$ cat config.mk
export PLATFORM = sky130hd
export DESIGN_NAME = low_power_serial_port
export DESIGN_NICKNAME = d
export VERILOG_FILES = /design/src/rtl/low_power_serial_port.v
export VERILOG_INCLUDE_DIRS = /design/src /design/src/pkg
export SDC_FILE = /design/constraint.sdc
export NUM_CORES = 1
export LEC_CHECK = 0
export ABC_AREA = 0
export BUFFER_PORTS_ARGS = -buffer_cell sky130_fd_sc_hd__buf_2
export CORE_MARGIN = 2
export CORE_UTILIZATION = 40
export CTS_BUF_LIST = sky130_fd_sc_hd__clkbuf_8
export DETAILED_ROUTE_END_ITERATION = 8
export PLACE_DENSITY = 0.66
export SLEW_MARGIN = 25
export SYNTH_ARGS = -nofsm -noshare
export SYNTH_HDL_FRONTEND = slang
export SYNTH_SLANG_ARGS = --single-unit
$ cat constraint.sdc
create_clock -name clk -period 7.7 [get_ports clk]
set_input_delay 1.54 -clock clk [delete_from_list [all_inputs] [get_ports clk]]
set_output_delay 1.54 -clock clk [all_outputs]
set_load 0.005 [all_outputs]
$ cat src/pkg/lp_serial_regs.vh
// register map, field positions and timing constants of the low-power serial port
`ifndef LP_SERIAL_REGS_VH
`define LP_SERIAL_REGS_VH
`define OFS_CTRL 4'h0
`define OFS_BAUD 4'h1
`define OFS_STATUS 4'h2
`define OFS_TXDATA 4'h3
`define OFS_RXDATA 4'h4
`define OFS_IRQ_STAT 4'h5
`define OFS_IRQ_EN 4'h6
`define OFS_IRQ_CLR 4'h7
`define OFS_MATCH 4'h8
`define OFS_CLKSEL 4'h9
`define CTRL_EN 0
`define CTRL_TXEN 1
`define CTRL_RXEN 2
`define CTRL_HDSEL 3
`define CTRL_CTSE 4
`define CTRL_RTSE 5
`define CTRL_MUTE 6
`define CTRL_STOP 7
`define CTRL_WUS_LO 8
`define CTRL_WUS_HI 9
`define CTRL_DMAT 10
`define CTRL_DMAR 11
`define WUS_START 2'h0
`define WUS_FRAME 2'h1
`define WUS_MATCH 2'h2
`define IRQ_RXNE 0
`define IRQ_TXE 1
`define IRQ_TC 2
`define IRQ_WAKE 3
`define IRQ_ORE 4
`define IRQ_FE 5
`define IRQ_CTSI 6
`define IRQ_W 7
`define CLK_SLOW 2'h0
`define CLK_RC16 2'h1
`define CLK_SYS 2'h2
`define CLK_PBUS 2'h3
`define BAUD_RST 16'h0D05
`define WAKE_BAUD_MAX 46000
`define SLOW_BAUD_MAX 9600
`define SLOW_CLK_HZ 32768
`endif

$ cat src/rtl/low_power_serial_port.v
// low-power serial port with wake from stop, flow control, mute addressing and dma requests
`timescale 1ns/100ps
`include "lp_serial_regs.vh"
module low_power_serial_port (
    input wire clk,
    input wire sys_rst,
    input wire [3:0] avs_address,
    input wire avs_read,
    input wire avs_write,
    input wire [31:0] avs_writedata,
    output reg [31:0] avs_readdata,
    output wire avs_waitrequest,
    input wire tick_slow_crystal_clock,
    input wire tick_internal_fast_rc_clock,
    input wire tick_system_clock,
    input wire tick_peripheral_bus_clock,
    input wire stop_mode,
    output wire osc_request,
    input wire rx_in,
    output wire tx_out,
    output wire tx_oe_n,
    input wire cts_n,
    output wire rts_n,
    output wire dma_tx_req,
    output wire dma_rx_req,
    input wire dma_tx_ack,
    input wire dma_rx_ack,
    output wire wakeup,
    output wire irq
);
    localparam ST_IDLE = 2'd0;
    localparam ST_START = 2'd1;
    localparam ST_DATA = 2'd2;
    localparam ST_STOP = 2'd3;

    reg [11:0] ctrl_ff;
    reg [15:0] baud_ff;
    reg [7:0] match_ff;
    reg [1:0] clksel_ff;
    reg [7:0] irq_en_ff;
    reg [7:0] irq_stat_ff;
    reg [7:0] nxt_irq_stat;
    reg [7:0] txbuf_ff;
    reg txfull_ff;
    reg [7:0] rxbuf_ff;
    reg rxfull_ff;
    reg muted_ff;
    reg ack_ff;
    reg [1:0] tst_ff;
    reg [15:0] tcnt_ff;
    reg [2:0] tbit_ff;
    reg [7:0] tsh_ff;
    reg txd_ff;
    reg [1:0] rst_ff;
    reg [15:0] rcnt_ff;
    reg [2:0] rbit_ff;
    reg [7:0] rsh_ff;
    reg rx_prev_ff;
    reg kick_ff;

    wire en = ctrl_ff[`CTRL_EN];
    wire hdsel = ctrl_ff[`CTRL_HDSEL];
    wire [1:0] wus = ctrl_ff[`CTRL_WUS_HI:`CTRL_WUS_LO];
    reg ktick;
    wire rx_line = hdsel ? (tst_ff == ST_IDLE ? rx_in : 1'b1) : rx_in;
    wire access = avs_read | avs_write;

    function hit;
        input [3:0] ofs;
        hit = avs_write && avs_address == ofs;
    endfunction

    // kernel clock selector, each source arrives as a one-cycle enable
    always @* begin
        case (clksel_ff)
            `CLK_SLOW: ktick = tick_slow_crystal_clock;
            `CLK_RC16: ktick = tick_internal_fast_rc_clock;
            `CLK_SYS: ktick = tick_system_clock;
            default: ktick = tick_peripheral_bus_clock;
        endcase
    end

    // the rc oscillator is only asked for while this port uses it and has work or has its receiver enabled
    assign osc_request = en && clksel_ff == `CLK_RC16 &&
        (txfull_ff || tst_ff != ST_IDLE || rst_ff != ST_IDLE || ctrl_ff[`CTRL_RXEN]);

    // one wait state so reads come from flip-flops
    assign avs_waitrequest = access & ~ack_ff;

    always @(posedge clk) begin
        if (sys_rst) begin
            ack_ff <= 1'b0;
        end else begin
            ack_ff <= access & ~ack_ff;
        end
    end

    always @(posedge clk) begin
        if (sys_rst) begin
            avs_readdata <= 32'h0;
        end else if (avs_read && !ack_ff) begin
            if (avs_address == `OFS_CTRL) begin
                avs_readdata <= {20'h0, ctrl_ff};
            end else if (avs_address == `OFS_BAUD) begin
                avs_readdata <= {16'h0, baud_ff};
            end else if (avs_address == `OFS_STATUS) begin
                avs_readdata <= {26'h0, tst_ff != ST_IDLE, rst_ff != ST_IDLE, muted_ff, cts_n, txfull_ff, rxfull_ff};
            end else if (avs_address == `OFS_RXDATA) begin
                avs_readdata <= {24'h0, rxbuf_ff};
            end else if (avs_address == `OFS_IRQ_STAT) begin
                avs_readdata <= {24'h0, irq_stat_ff};
            end else if (avs_address == `OFS_IRQ_EN) begin
                avs_readdata <= {24'h0, irq_en_ff};
            end else if (avs_address == `OFS_MATCH) begin
                avs_readdata <= {24'h0, match_ff};
            end else if (avs_address == `OFS_CLKSEL) begin
                avs_readdata <= {30'h0, clksel_ff};
            end else begin
                avs_readdata <= 32'h0;
            end
        end
    end

    wire wr_go = avs_write & ack_ff;
    wire rd_rx = avs_read & ack_ff & (avs_address == `OFS_RXDATA);

    always @(posedge clk) begin
        if (sys_rst) begin
            ctrl_ff <= 12'h0;
            baud_ff <= `BAUD_RST;
            match_ff <= 8'h0;
            clksel_ff <= `CLK_SLOW;
            irq_en_ff <= 8'h0;
        end else if (wr_go) begin
            if (hit(`OFS_CTRL)) ctrl_ff <= avs_writedata[11:0];
            if (hit(`OFS_BAUD)) baud_ff <= avs_writedata[15:0];
            if (hit(`OFS_MATCH)) match_ff <= avs_writedata[7:0];
            if (hit(`OFS_CLKSEL)) clksel_ff <= avs_writedata[1:0];
            if (hit(`OFS_IRQ_EN)) irq_en_ff <= avs_writedata[7:0];
        end
    end

    wire tx_load = txfull_ff && tst_ff == ST_IDLE && en && ctrl_ff[`CTRL_TXEN] &&
        !(ctrl_ff[`CTRL_CTSE] && cts_n) && ktick;
    wire tx_wr = (wr_go && hit(`OFS_TXDATA)) || dma_tx_ack;
    wire rx_ok = en && ctrl_ff[`CTRL_RXEN];  // works whether or not stop_mode is high
    wire start_det = rx_ok && rst_ff == ST_IDLE && ktick && rx_prev_ff && !rx_line;
    wire frame_end = rst_ff == ST_STOP && ktick && rcnt_ff == 16'h0;
    wire frame_good = frame_end && rx_line;
    wire deliver = frame_good && !muted_ff;
    wire is_match = rsh_ff[7] && rsh_ff[6:0] == match_ff[6:0];

    // transmitter, one bit per baud_ff + 1 kernel ticks
    always @(posedge clk) begin
        if (sys_rst) begin
            tst_ff <= ST_IDLE;
            tcnt_ff <= 16'h0;
            tbit_ff <= 3'h0;
            tsh_ff <= 8'h0;
            txd_ff <= 1'b1;
            txfull_ff <= 1'b0;
            txbuf_ff <= 8'h0;
        end else begin
            if (tx_wr) begin
                txbuf_ff <= dma_tx_ack ? avs_writedata[7:0] : avs_writedata[7:0];
            end
            if (tx_load) begin
                tsh_ff <= txbuf_ff;
                tst_ff <= ST_START;
                tcnt_ff <= baud_ff;
                txd_ff <= 1'b0;
            end else if (tst_ff != ST_IDLE && ktick) begin
                if (tcnt_ff != 16'h0) begin
                    tcnt_ff <= tcnt_ff - 16'h1;
                end else begin
                    tcnt_ff <= baud_ff;
                    case (tst_ff)
                        ST_START: begin
                            tst_ff <= ST_DATA;
                            tbit_ff <= 3'h0;
                            txd_ff <= tsh_ff[0];
                        end
                        ST_DATA: begin
                            if (tbit_ff == 3'h7) begin
                                tst_ff <= ST_STOP;
                                txd_ff <= 1'b1;
                            end else begin
                                tbit_ff <= tbit_ff + 3'h1;
                                txd_ff <= tsh_ff[tbit_ff + 3'h1];
                            end
                        end
                        default: tst_ff <= ST_IDLE;
                    endcase
                end
            end
            txfull_ff <= tx_wr | (txfull_ff & ~tx_load);
        end
    end

    assign tx_out = txd_ff;
    assign tx_oe_n = hdsel && tst_ff == ST_IDLE;  // line released while idle in half-duplex mode
    assign rts_n = ctrl_ff[`CTRL_RTSE] & rxfull_ff;
    assign dma_tx_req = ctrl_ff[`CTRL_DMAT] & ~txfull_ff & en;
    assign dma_rx_req = ctrl_ff[`CTRL_DMAR] & rxfull_ff;

    // receiver samples mid-bit: half count after start edge
    always @(posedge clk) begin
        if (sys_rst) begin
            rst_ff <= ST_IDLE;
            rcnt_ff <= 16'h0;
            rbit_ff <= 3'h0;
            rsh_ff <= 8'h0;
            rx_prev_ff <= 1'b1;
            rxbuf_ff <= 8'h0;
            rxfull_ff <= 1'b0;
            muted_ff <= 1'b0;
        end else begin
            if (ktick) rx_prev_ff <= rx_line;
            if (start_det) begin
                rst_ff <= ST_START;
                rcnt_ff <= {1'b0, baud_ff[15:1]};
            end else if (rst_ff != ST_IDLE && ktick) begin
                if (rcnt_ff != 16'h0) begin
                    rcnt_ff <= rcnt_ff - 16'h1;
                end else begin
                    rcnt_ff <= baud_ff;
                    case (rst_ff)
                        ST_START: begin
                            rst_ff <= rx_line ? ST_IDLE : ST_DATA;
                            rbit_ff <= 3'h0;
                        end
                        ST_DATA: begin
                            rsh_ff <= {rx_line, rsh_ff[7:1]};
                            if (rbit_ff == 3'h7) rst_ff <= ST_STOP;
                            rbit_ff <= rbit_ff + 3'h1;
                        end
                        default: rst_ff <= ST_IDLE;
                    endcase
                end
            end
            // address byte with top bit set un-mutes only on own address
            if (!ctrl_ff[`CTRL_MUTE]) begin
                muted_ff <= 1'b0;
            end else if (frame_good && rsh_ff[7]) begin
                muted_ff <= !is_match;
            end
            if (deliver && !(rxfull_ff && !rd_rx && !dma_rx_ack)) rxbuf_ff <= rsh_ff;
            rxfull_ff <= (deliver & ~rxfull_ff) | (rxfull_ff & ~rd_rx & ~dma_rx_ack) | (deliver & (rd_rx | dma_rx_ack));
        end
    end

    // wake event per selected source, allowed only while stop is flagged
    reg wake_ev;
    always @* begin
        case (wus)
            `WUS_START: wake_ev = start_det;
            `WUS_FRAME: wake_ev = frame_good;
            default: wake_ev = frame_good && rsh_ff == match_ff;
        endcase
    end
    wire wake_hit = wake_ev && stop_mode && ctrl_ff[`CTRL_STOP];
    assign wakeup = wake_hit;

    // sticky status: a set in the same cycle as a clear wins
    always @* begin
        nxt_irq_stat = irq_stat_ff;
        if (wr_go && hit(`OFS_IRQ_CLR)) nxt_irq_stat = nxt_irq_stat & ~avs_writedata[7:0];
        if (deliver) nxt_irq_stat[`IRQ_RXNE] = 1'b1;
        if (tx_load) nxt_irq_stat[`IRQ_TXE] = 1'b1;
        if (tst_ff == ST_STOP && ktick && tcnt_ff == 16'h0) nxt_irq_stat[`IRQ_TC] = 1'b1;
        if (wake_hit) nxt_irq_stat[`IRQ_WAKE] = 1'b1;
        if (deliver && rxfull_ff && !rd_rx && !dma_rx_ack) nxt_irq_stat[`IRQ_ORE] = 1'b1;
        if (frame_end && !rx_line) nxt_irq_stat[`IRQ_FE] = 1'b1;
        if (ctrl_ff[`CTRL_CTSE] && cts_n && txfull_ff) nxt_irq_stat[`IRQ_CTSI] = 1'b1;
    end

    always @(posedge clk) begin
        if (sys_rst) begin
            irq_stat_ff <= 8'h0;
        end else begin
            irq_stat_ff <= nxt_irq_stat;
        end
    end

    assign irq = |(irq_stat_ff & irq_en_ff);
endmodule // low_power_serial_port

**After elaboration in Yosys (flattened, before gate mapping)**

Index checks and enable logic that the tools add are counted.

- Flip-flop bits (word level): 166
- Memories kept: 0
- Latch bits: 0
- Memory bits (writable): 0
- Bits in read-only memories: 0
- Output and inout bits: 41
- Logic and storage cells: 242
- Input port bits: 49

- $mul: 0
- Reductions and logical operators: 97
- Muxes and demuxes: 47
- Shift-type cells: 0
- Equal/unequal tests: 29
- $lt $le $gt $ge: 1
- $add $sub $neg: 4
- Divide/modulo/power cells: 0
- Bitwise operators: 31

Operators with widths:

| cell | number |
|---|---|
| $mux 16 | 6 |
| $logic_and 1x1->1 | 45 |
| $mux 8 | 5 |
| $logic_not 16->1 | 2 |
| $reduce_bool 16->1 | 2 |
| $sub 16x1->16 const B | 2 |
| $mux 15 | 2 |
| $reduce_bool 2->1 | 13 |
| $mux 1 | 20 |
| $and 8x8->8 | 2 |
| $eq 4x3->1 const B | 4 |
| $reduce_and 3->1 | 5 |
| $and 1x1->1 | 13 |
| $pmux 3 s2 | 2 |
| $eq 2x2->1 const B | 5 |
| $ne 2x2->1 const B | 5 |
| $not 1->1 | 10 |
| $reduce_and 2->1 | 5 |
| $eq 2x1->1 const B | 4 |
| $eq 4x2->1 const B | 2 |
| $eq 4x4->1 const B | 2 |
| $eq 8x8->1 | 1 |
| $logic_not 1->1 | 8 |
| $logic_not 2->1 | 4 |
| other kinds (22) | 40 |

**Logic depth before layout (Yosys ltp)**

Gate-level depths: netlist of run 1.

- Depth after elaboration: 10
- Mapped depth: 10
- Gate-level depth less buffers: 8

**Least setup slack after synthesis of run 1**

Ideal clock, no wire load.

- Path type: in2out
- Start point: input tick_peripheral_bus_clock
- End point: output wakeup
- Required time: 6.160 ns
- Slack: 3.316 ns
- Data arrival time: 2.844 ns
- Stages on the path: 5
- Path buffers: 1
- Cells stage by stage: mux4_2 > and3_1 > clkbuf_1 > o311a_1 > and3_1

- Word-level cells in the longest chain between the ends: 8
- Elaborated cells on any way between the ends: 11
- Classes of those cells: mux (2); reduce/logical (9)

Ends and longest elaborated chain:

| element | RTL line | text |
|---|---|---|
| start: declaration | low_power_serial_port.v:16 | `input wire tick_peripheral_bus_clock,` |
| $pmux 1 s3 * | low_power_serial_port.v:75 | `case (clksel_ff)` |
| $logic_and 1x1->1 (2 in a row) | low_power_serial_port.v:148 | `wire frame_end = rst_ff == ST_STOP && ktick && rcnt_ff == 16'h0;` |
| $logic_and 1x1->1 | low_power_serial_port.v:149 | `wire frame_good = frame_end && rx_line;` |
| $logic_and 1x1->1 | low_power_serial_port.v:258 | `default: wake_ev = frame_good && rsh_ff == match_ff;` |
| $pmux 1 s2 * | low_power_serial_port.v:255 | `case (wus)` |
| $logic_and 1x1->1 * (2 in a row) | low_power_serial_port.v:261 | `` wire wake_hit = wake_ev && stop_mode && ctrl_ff[`CTRL_STOP]; `` |
| end: declaration | low_power_serial_port.v:28 | `output wire wakeup,` |

Every way passes the cells marked *; elsewhere a longest branch is shown, timed or not.

**Worst setup path after layout of run 1**

Same ends and word-level chain as after synthesis.

==> results of run 1 <==
-- critical path, delay by kind of cell --
family	cells	cell delay [ns]
buffers and inverters	2	0.22
AOI/OAI and AO/OA	1	0.40
and+or+nand+nor	2	0.68
muxes	1	0.65
-- registers in the layout, indices dropped and copies added, names as in the netlist --
register      count
clksel_ff         2
tst_ff            2
rst_ff            2
avs_readdata     16
tcnt_ff          16
tx_out            1
txbuf_ff          8
match_ff          8
tbit_ff           3
rxbuf_ff          8
irq_stat_ff       8
rcnt_ff          16
rbit_ff           3
ctrl_ff          12
rx_prev_ff        1
txfull_ff         1
rxfull_ff         1
ack_ff            1
tsh_ff            8
baud_ff          16
muted_ff          1
rsh_ff            8
irq_en_ff         8
-- area by class of cell --
class	count	area, um2	area share, %
multi-input combinational	733	4270	50.9
sequential	150	3000	35.8
timing repair buffer	64	340	4.05
tap	234	293	3.49
clock buffer	19	262	3.11
clock inverter	13	154	1.83
inverter	19	71.3	0.849
-- logic make-up after synthesis --
logic type | Yosys count
other cells | 1
simple gates | 390
buf+inv | 95
fa+ha+maj | 15
mux | 45
flops | 150
compound gates | 250
xor+xnor | 17
-- power by group --
part	switching, mW	leakage, nW	total [mW]	internal [mW]
registers	0.00789	1.21	0.792	0.784
logic	0.0664	1.76	0.0970	0.0306
clock network	0.336	0.211	0.651	0.315
-- worst paths after layout --
| kind | start | endpoint | slack (ns) |
|---|---|---|---|
| worst max register to register | clksel_ff[0] | tcnt_ff[13] | 4.62 |
| worst min-delay path | avs_readdata[15] | avs_readdata[15] | 0.45 |
| worst min register to register | avs_readdata[15] | avs_readdata[15] | 0.45 |
| worst max-delay path | tick_peripheral_bus_clock | wakeup | 2.66 |
-- cell usage in the layout (no fill, tap or decap), types with 9 or more instances in the layout --
master and instances:
a211oi_1 15, xor2_1 9, mux2i_1 40, nor3_1 34, nand2b_1 11, ha_1 15
nand3_1 27, nor2_1 93, buf_2 56, nand2_1 148, a21oi_1 112, nor2b_1 11
clkbuf_8 19, dfxtp_1 150, inv_1 19, o211ai_1 16, o21ai_0 38, o22ai_1 10
conb_1 16, nor4_1 14
-- layer usage --
layer  wire length [um]  GRT usage, %
met5                  0             0
met4                505          6.47
met3               1540          5.52
met2              10000          34.3
met1               9970          30.9
==> results.tsv, run 1 <==
metric	value	unit
status	finished, final reports clean	
gr usage total	22.2	%
first-pass GRT wire length	34.9	mm
largest net degree at the start of global routing	92	
Slowest-stage cell, CP	mux4_2	
Synthesis Warnings	0	
initial DRC count	634	
final std cell area, no fill	0.00840	mm2
share of the yosys chip area belonging to registers	39.4	%
n_diodes	0	
buffer depth of the longest clock path	2	
share of cells above drive strength 1	11.4	%
R2R cell count	5	
row cnt	50	
H-tree depth	4	
DP Area	0.00798	mm2
Hold WS	0.454	ns
Rel. slew slack	36.2	%
fin crit share	65.4	%
Finished Layout Cells	1232	
Syn Inst Count	963	
total power	1.54	mW
Crit path required time	6.16	ns
main combinational cell family by area after synthesis	simple AND/OR/NAND/NOR gates	
number of synthesized flops with an enable pin	0	
Filler Cell Count	1858	
LEAKAGE	3.18	nW
detailed-placement wirelength estimate	14.9	mm
synthesis-stage register bit count	150	
Core Util, Final	44.9	%
pre-CTS WS	2.66	ns
PostCTS Resize Cnt	0	
Final ANT Viol Nets	0	
PD cells	183	mW/mm2
initial antenna violation count	0	
Worst path max stage delay	0.65	ns
clock sink count	150	
Layout area overhead	10.3	%
share of the synthesized area in the top cell type	39.4	%
post-synth top area cell	dfxtp_1	
DR vias/cell	5.74	
setup tns final	0	ns
adder-cell share of the synthesized area	2.47	%
chip width	142	um
mux contribution to synthesized area	6.44	%
worst setup margin	2.66	ns
die height	142	um
Final Max Slew Viols	0	
Residual DRC	0	
Synth Area in Simple Gates	24.1	%
slew at the pin closest to its max-slew limit	0.956	ns
Hold Path Depth	2	
initial core utilization	40.7	%
Worst Setup End Kind	primary output	
Fin. Hold Viols	0	
HP Class	flip-flop to flip-flop	
count of different cell masters after synthesis	67	
minimum clock period	5.04	ns
final WL	22.0	mm
unrepaired setup endpoints after global routing	false	
vias in the first global route	6335	
Post-CTS Setup Bufs	0	
final setup fails	0	
clock latency on the worst-skew pair	0.47	ns
Worst Path Arrival	3.50	ns
Syn Area/Cell	7.91	um2
WL/cell	17.9	um
IO Count	90	
CTS tree	done	
worst path cell trace	buf_2 -> mux4_2 -> and3_1 -> o311a_1 -> and3_1 -> buf_2	
critical path launch point type	primary input	
total number of vias	7073	
DR pass1 iterations	6	
Max Cap Viol	0	
largest cells by area after synthesis	dfxtp_1, a21oi_1, nand2_1, mux2i_1, nor2_1	
mapped cell area	0.00761	mm2
Crit Path Class	primary input to primary output	
clk slew on worst S/H paths	0.10	ns
Clock Root Buffer	clkbuf_8	
GP Congestion	0.904	
grt total ovfl	0	
Worst Clk Skew	0.0139	ns
I/O Buffers	57	
Post-synth top cells	dfxtp_1, nand2_1, a21oi_1	
fraction of registers with async set/reset	0	%
XOR/XNOR Fraction of Synth Area	1.96	%
most numerous cell in the Yosys netlist	dfxtp_1	
CTS Buf Count	17	
placed insts	1200	
Die ar.	0.0202	mm2
Max Freq	198	MHz
Max rail drop VDD	0.000131	V
cts-stage hold buffer count	0	
final net count	1049	
Synth Flop Type	dfxtp_1	
complex-gate fraction of the synthesized area	20.0	%
CP max FO	18	
Core ar.	0.0187	mm2
No activity file was read; power rests on OpenSTA's default activity.
==> inputs of run 2 (changes only) <==
Settings changed: PLACE_DENSITY 0.66 to 0.69.
Clock period 7.7 ns to 4.28 ns, I/O delays scaled along.
==> run 2 against run 1 <==
Compared with the run above:
- clock skew rose by 0.0022 ns
- setup slack got worse by 2.1 ns
- clock power rose by 86%
- die area did not move
- combinational power rose by 81%
- critical path type is now flip-flop to primary output
- highest routed layer unchanged
==> results.tsv, run 2 (synthesis gave the netlist of run 1 again) <==
metric	value	unit
status	finished, final reports clean	
die height	142	um
n_diodes	0	
final net count	1057	
total number of vias	7178	
gr usage total	22.1	%
CTS Buf Count	17	
met3 Resource Use GR	3.36	%
grt total ovfl	0	
fin crit share	87.8	%
minimum clock period	3.76	ns
Comb pwr share	6.3	%
row cnt	50	
Final Max Slew Viols	0	
Post-CTS Setup Bufs	0	
CP max FO	6	
buffer depth of the longest clock path	2	
Worst Setup End Kind	primary output	
PostCTS Resize Cnt	0	
pre-CTS WS	0.947	ns
Final ANT Viol Nets	0	
switch share	26.2	%
Crit path required time	3.42	ns
initial DRC count	801	
unrepaired setup endpoints after global routing	false	
Layout area overhead	11.4	%
Fin. Hold Viols	0	
final WL	22.2	mm
Max rail drop VDD	0.000195	V
CP startpoint	rcnt_ff[8]	
Die ar.	0.0202	mm2
met1 Track Usage GR	30.7	%
Reg power frac	50.6	%
Crit Path Class	flip-flop to primary output	
most common cell after layout, fill and taps aside	dfxtp_1	
Max Freq	266	MHz
clock latency on the worst-skew pair	0.47	ns
worst hold start	tsh_ff[6]	
DR vias/cell	5.79	
internal cell power	2.08	mW
worst setup margin	0.522	ns
critical path launch point type	flip-flop	
initial antenna violation count	0	
IO Count	90	
busiest grt layer	met2	
R2R Path Start	tst_ff[0]	
Worst Path Arrival	2.90	ns
Worst Clk Skew	0.0161	ns
Clock Root Buffer	clkbuf_8	
Max Cap Viol	0	
cts-stage hold buffer count	0	
chip width	142	um
Residual DRC	0	
detailed-placement wirelength estimate	15.2	mm
first-pass GRT wire length	35.3	mm
LEAKAGE	3.23	nW
vias in the first global route	6547	
WL/cell	17.9	um
PD cells	332	mW/mm2
Psw	738	uW
final setup fails	0	
H-tree depth	4	
Rel. slew slack	38.2	%
met2 GRT Util	35.7	%
DR pass1 iterations	5	
HP Class	flip-flop to flip-flop	
CTS tree	done	
initial core utilization	40.7	%
GP Congestion	0.918	
share of cells above drive strength 1	12.0	%
Core ar.	0.0187	mm2
slew at the pin closest to its max-slew limit	0.924	ns
clk slew on worst S/H paths	0.09	ns
Clock Power Share	43.1	%
I/O Buffers	57	
clock sink count	150	
most frequent cells in the layout	dfxtp_1, nand2_1, a21oi_1	
largest net degree at the start of global routing	64	
setup tns final	0	ns
[run 2: changes by cell type in the layout (fill, tap and decap cells not counted), moves of 2 or more]
cell	delta
clkinvlp_4	+2
buf_4	+7
inv_8	+2
inv_6	-4
[run 2: cell type report]
class                      instances  area [um2]
tap                              234         293
sequential                       150        3000
clock inverter                    14         190
fill                            1832       10200
multi-input combinational        733        4260
timing repair buffer              72         413
clock buffer                      18         248
inverter                          19        71.3
[run 2: per-layer routing]
metal | part of all wire [%] | up-vias
li1 | - | 3457
met1 | 44 | 3405
met2 | 47 | 280
met3 | 6.9 | 36
met4 | 1.9 | 0
met5 | 0 | -
[run 2: final timing paths]
kind              slack (ns)  cells after the start          to
setup / recovery        0.52                      6      wakeup
hold / removal          0.46                      2   tsh_ff[6]
setup reg to reg        1.39                      9  tcnt_ff[5]
hold reg to reg         0.46                      2   tsh_ff[6]
[run 2: through the flow]
stage                     cell area (um2)  cells  power (mW)  util [%]  hold WS [ns]
after floorplan                      7670    978        1.57         -         0.432
after global placement               8030   1208        1.63      42.9         0.439
after CTS                            8470   1240        2.82      45.3         0.459
after global routing                 8480   1240        2.90      45.3         0.477
after detailed placement             8040   1208        1.63      43.0         0.446
final                                8480   1240        2.82      45.3         0.455
[run 2: power by group through the flow]
stage	Combinational, mW	Clock [mW]	Sequential, mW
final	0.176	1.21	1.43
after global routing	0.193	1.28	1.43
after CTS	0.173	1.22	1.43
after detailed placement	0.172	0	1.46
after global placement	0.171	0	1.46
after floorplan	0.116	0	1.45
[run 2: critical path, cell delays in order, from the launching register on]
cell and delay, ns:
dfxtp_1 0.37, or4_4 0.59, or3_4 0.37, or4_1 0.48, o32ai_1 0.29, and3_1 0.22
buf_2 0.12
==> inputs of run 3 (changes only) <==
Settings changed: HOLD_SLACK_MARGIN from default to 0.03, REMOVE_ABC_BUFFERS from default to 1, TNS_END_PERCENT from default to 30.
==> run 3 against run 2 <==
Compared with the run above:
- maximum frequency down 2.8%
- via count fell by 0.78%
- die area unchanged
- global-route usage up 0.36 points
- non-clock buffer count rose by 2
- critical path depth unchanged
- routed wire length grew 0.80%
- largest cell class unchanged
==> results.tsv, run 3 (synthesis gave the netlist of run 1 again) <==
metric	value	unit
status	finished, final reports clean	
largest net degree at the start of global routing	68	
IO Count	90	
DR vias/cell	5.73	
most common cell after layout, fill and taps aside	dfxtp_1	
fin crit share	90.4	%
reg2reg end	irq_stat_ff[4]	
total number of vias	7122	
Worst path max stage delay	0.60	ns
DR pass1 iterations	5	
clock latency on the worst-skew pair	0.46	ns
minimum clock period	3.87	ns
GP Congestion	0.911	
Die ar.	0.0202	mm2
Slowest-stage cell, CP	or4_4	
LEAKAGE	3.24	nW
Rel. slew slack	35.6	%
Filler Cell Count	1879	
unrepaired setup endpoints after global routing	false	
final net count	1059	
chip width	142	um
buffer depth of the longest clock path	2	
switch share	25.0	%
CP startpoint	rcnt_ff[8]	
Crit path required time	3.42	ns
initial antenna violation count	0	
Stages on worst setup path	6	
CTS tree	done	
Reg area	0.00300	mm2
met3 Resource Use GR	4.95	%
H-tree depth	4	
area of the multi-input gates	0.00426	mm2
met1 Track Usage GR	31.0	%
slew at the pin closest to its max-slew limit	0.967	ns
DP Area	0.00805	mm2
busiest grt layer	met2	
Residual DRC	0	
Max Cap Viol	0	
internal cell power	2.07	mW
detailed-placement wirelength estimate	15.4	mm
die height	142	um
WP buf/inv	1	
Clock Power Share	42.1	%
pre-CTS WS	0.893	ns
PD cells	326	mW/mm2
Psw	692	uW
Worst Setup End Kind	primary output	
HP Class	flip-flop to flip-flop	
clk slew on worst S/H paths	0.08	ns
PostCTS Resize Cnt	0	
Final Max Slew Viols	0	
final std cell area, no fill	0.00847	mm2
placed insts	1210	
Core Util, Final	45.3	%
Clock Root Buffer	clkbuf_8	
most frequent cells in the layout	dfxtp_1, nand2_1, a21oi_1	
clock sink count	150	
I/O Buffers	57	
row cnt	50	
WL/cell	18.0	um
grt total ovfl	0	
R2R cell count	7	
cts-stage hold buffer count	0	
Fin. Hold Viols	0	
met2 GRT Util	34.9	%
n_diodes	0	
Post-CTS Setup Bufs	0	
Crit Path Class	flip-flop to primary output	
worst setup margin	0.413	ns
final setup fails	0	
Comb pwr share	6.4	%
Worst Path Arrival	3.01	ns
initial DRC count	636	
Crit path max-delay family	simple AND/OR/NAND/NOR gates	
final WL	22.3	mm
Max rail drop VDD	0.000201	V
CTS Buf Count	17	
CP max FO	6	
Layout area overhead	11.3	%
critical path launch point type	flip-flop	
worst setup path end	wakeup	
Finished Layout Cells	1242	
first-pass GRT wire length	35.2	mm
worst path cell trace	or4_4 -> or3_4 -> or4_1 -> o32ai_1 -> and3_1 -> buf_2	
Max Freq	259	MHz
Reg power frac	51.5	%
Worst Clk Skew	0.00971	ns
Final ANT Viol Nets	0	
share of cells above drive strength 1	12.1	%
r2r setup slk	1.42	ns
initial core utilization	40.7	%
R2R Path Start	rcnt_ff[8]	
vias in the first global route	6415	
Core ar.	0.0187	mm2
gr usage total	22.5	%
setup tns final	0	ns
run 3: final cells by class:
type	count	share of cell area, %
multi-input combinational	733	50.3
sequential	150	35.4
timing repair buffer	74	5.05
tap	234	3.46
clock buffer	19	3.09
clock inverter	13	1.83
inverter	19	0.842
run 3: per-stage QoR:
stage,total power [mW],hold slack [ns]
CTS,2.78,0.457
floorplan,1.53,0.425
detailed placement,1.63,0.445
finish,2.77,0.455
global route,2.87,0.475
global placement,1.63,0.440
run 3: power by group through the flow:
stage | clock network (mW) | registers [mW] | logic, mW
4_1_cts | 1.18 | 1.43 | 0.174
6_report | 1.16 | 1.42 | 0.177
3_5_place_dp | 0 | 1.46 | 0.174
2_1_floorplan | 0 | 1.45 | 0.0750
5_1_grt | 1.25 | 1.43 | 0.194
3_3_place_gp | 0 | 1.46 | 0.172
run 3: tightest hold or removal path, cell delays in order (launching register included):
cell     delay, ns
dfxtp_1       0.32
nand2_1       0.05
a21oi_1       0.05
run 3: routing by layer:
metal | wire length, um | share of wire [%]
met1 | 10200 | 46
met2 | 10100 | 45
met3 | 1360 | 6.1
met4 | 619 | 2.8
met5 | 0 | 0
run 3: worst min path at each step:
stage                           from               end  slack [ns]  cells after the start
detailed placement       txbuf_ff[7]         tsh_ff[7]        0.45                      2
floorplan                txbuf_ff[0]         tsh_ff[0]        0.43                      2
CTS                      txbuf_ff[5]         tsh_ff[5]        0.46                      2
global route             txbuf_ff[2]         tsh_ff[2]        0.48                      2
finish                   txbuf_ff[1]         tsh_ff[1]        0.46                      2
global placement    avs_readdata[15]  avs_readdata[15]        0.44                      2
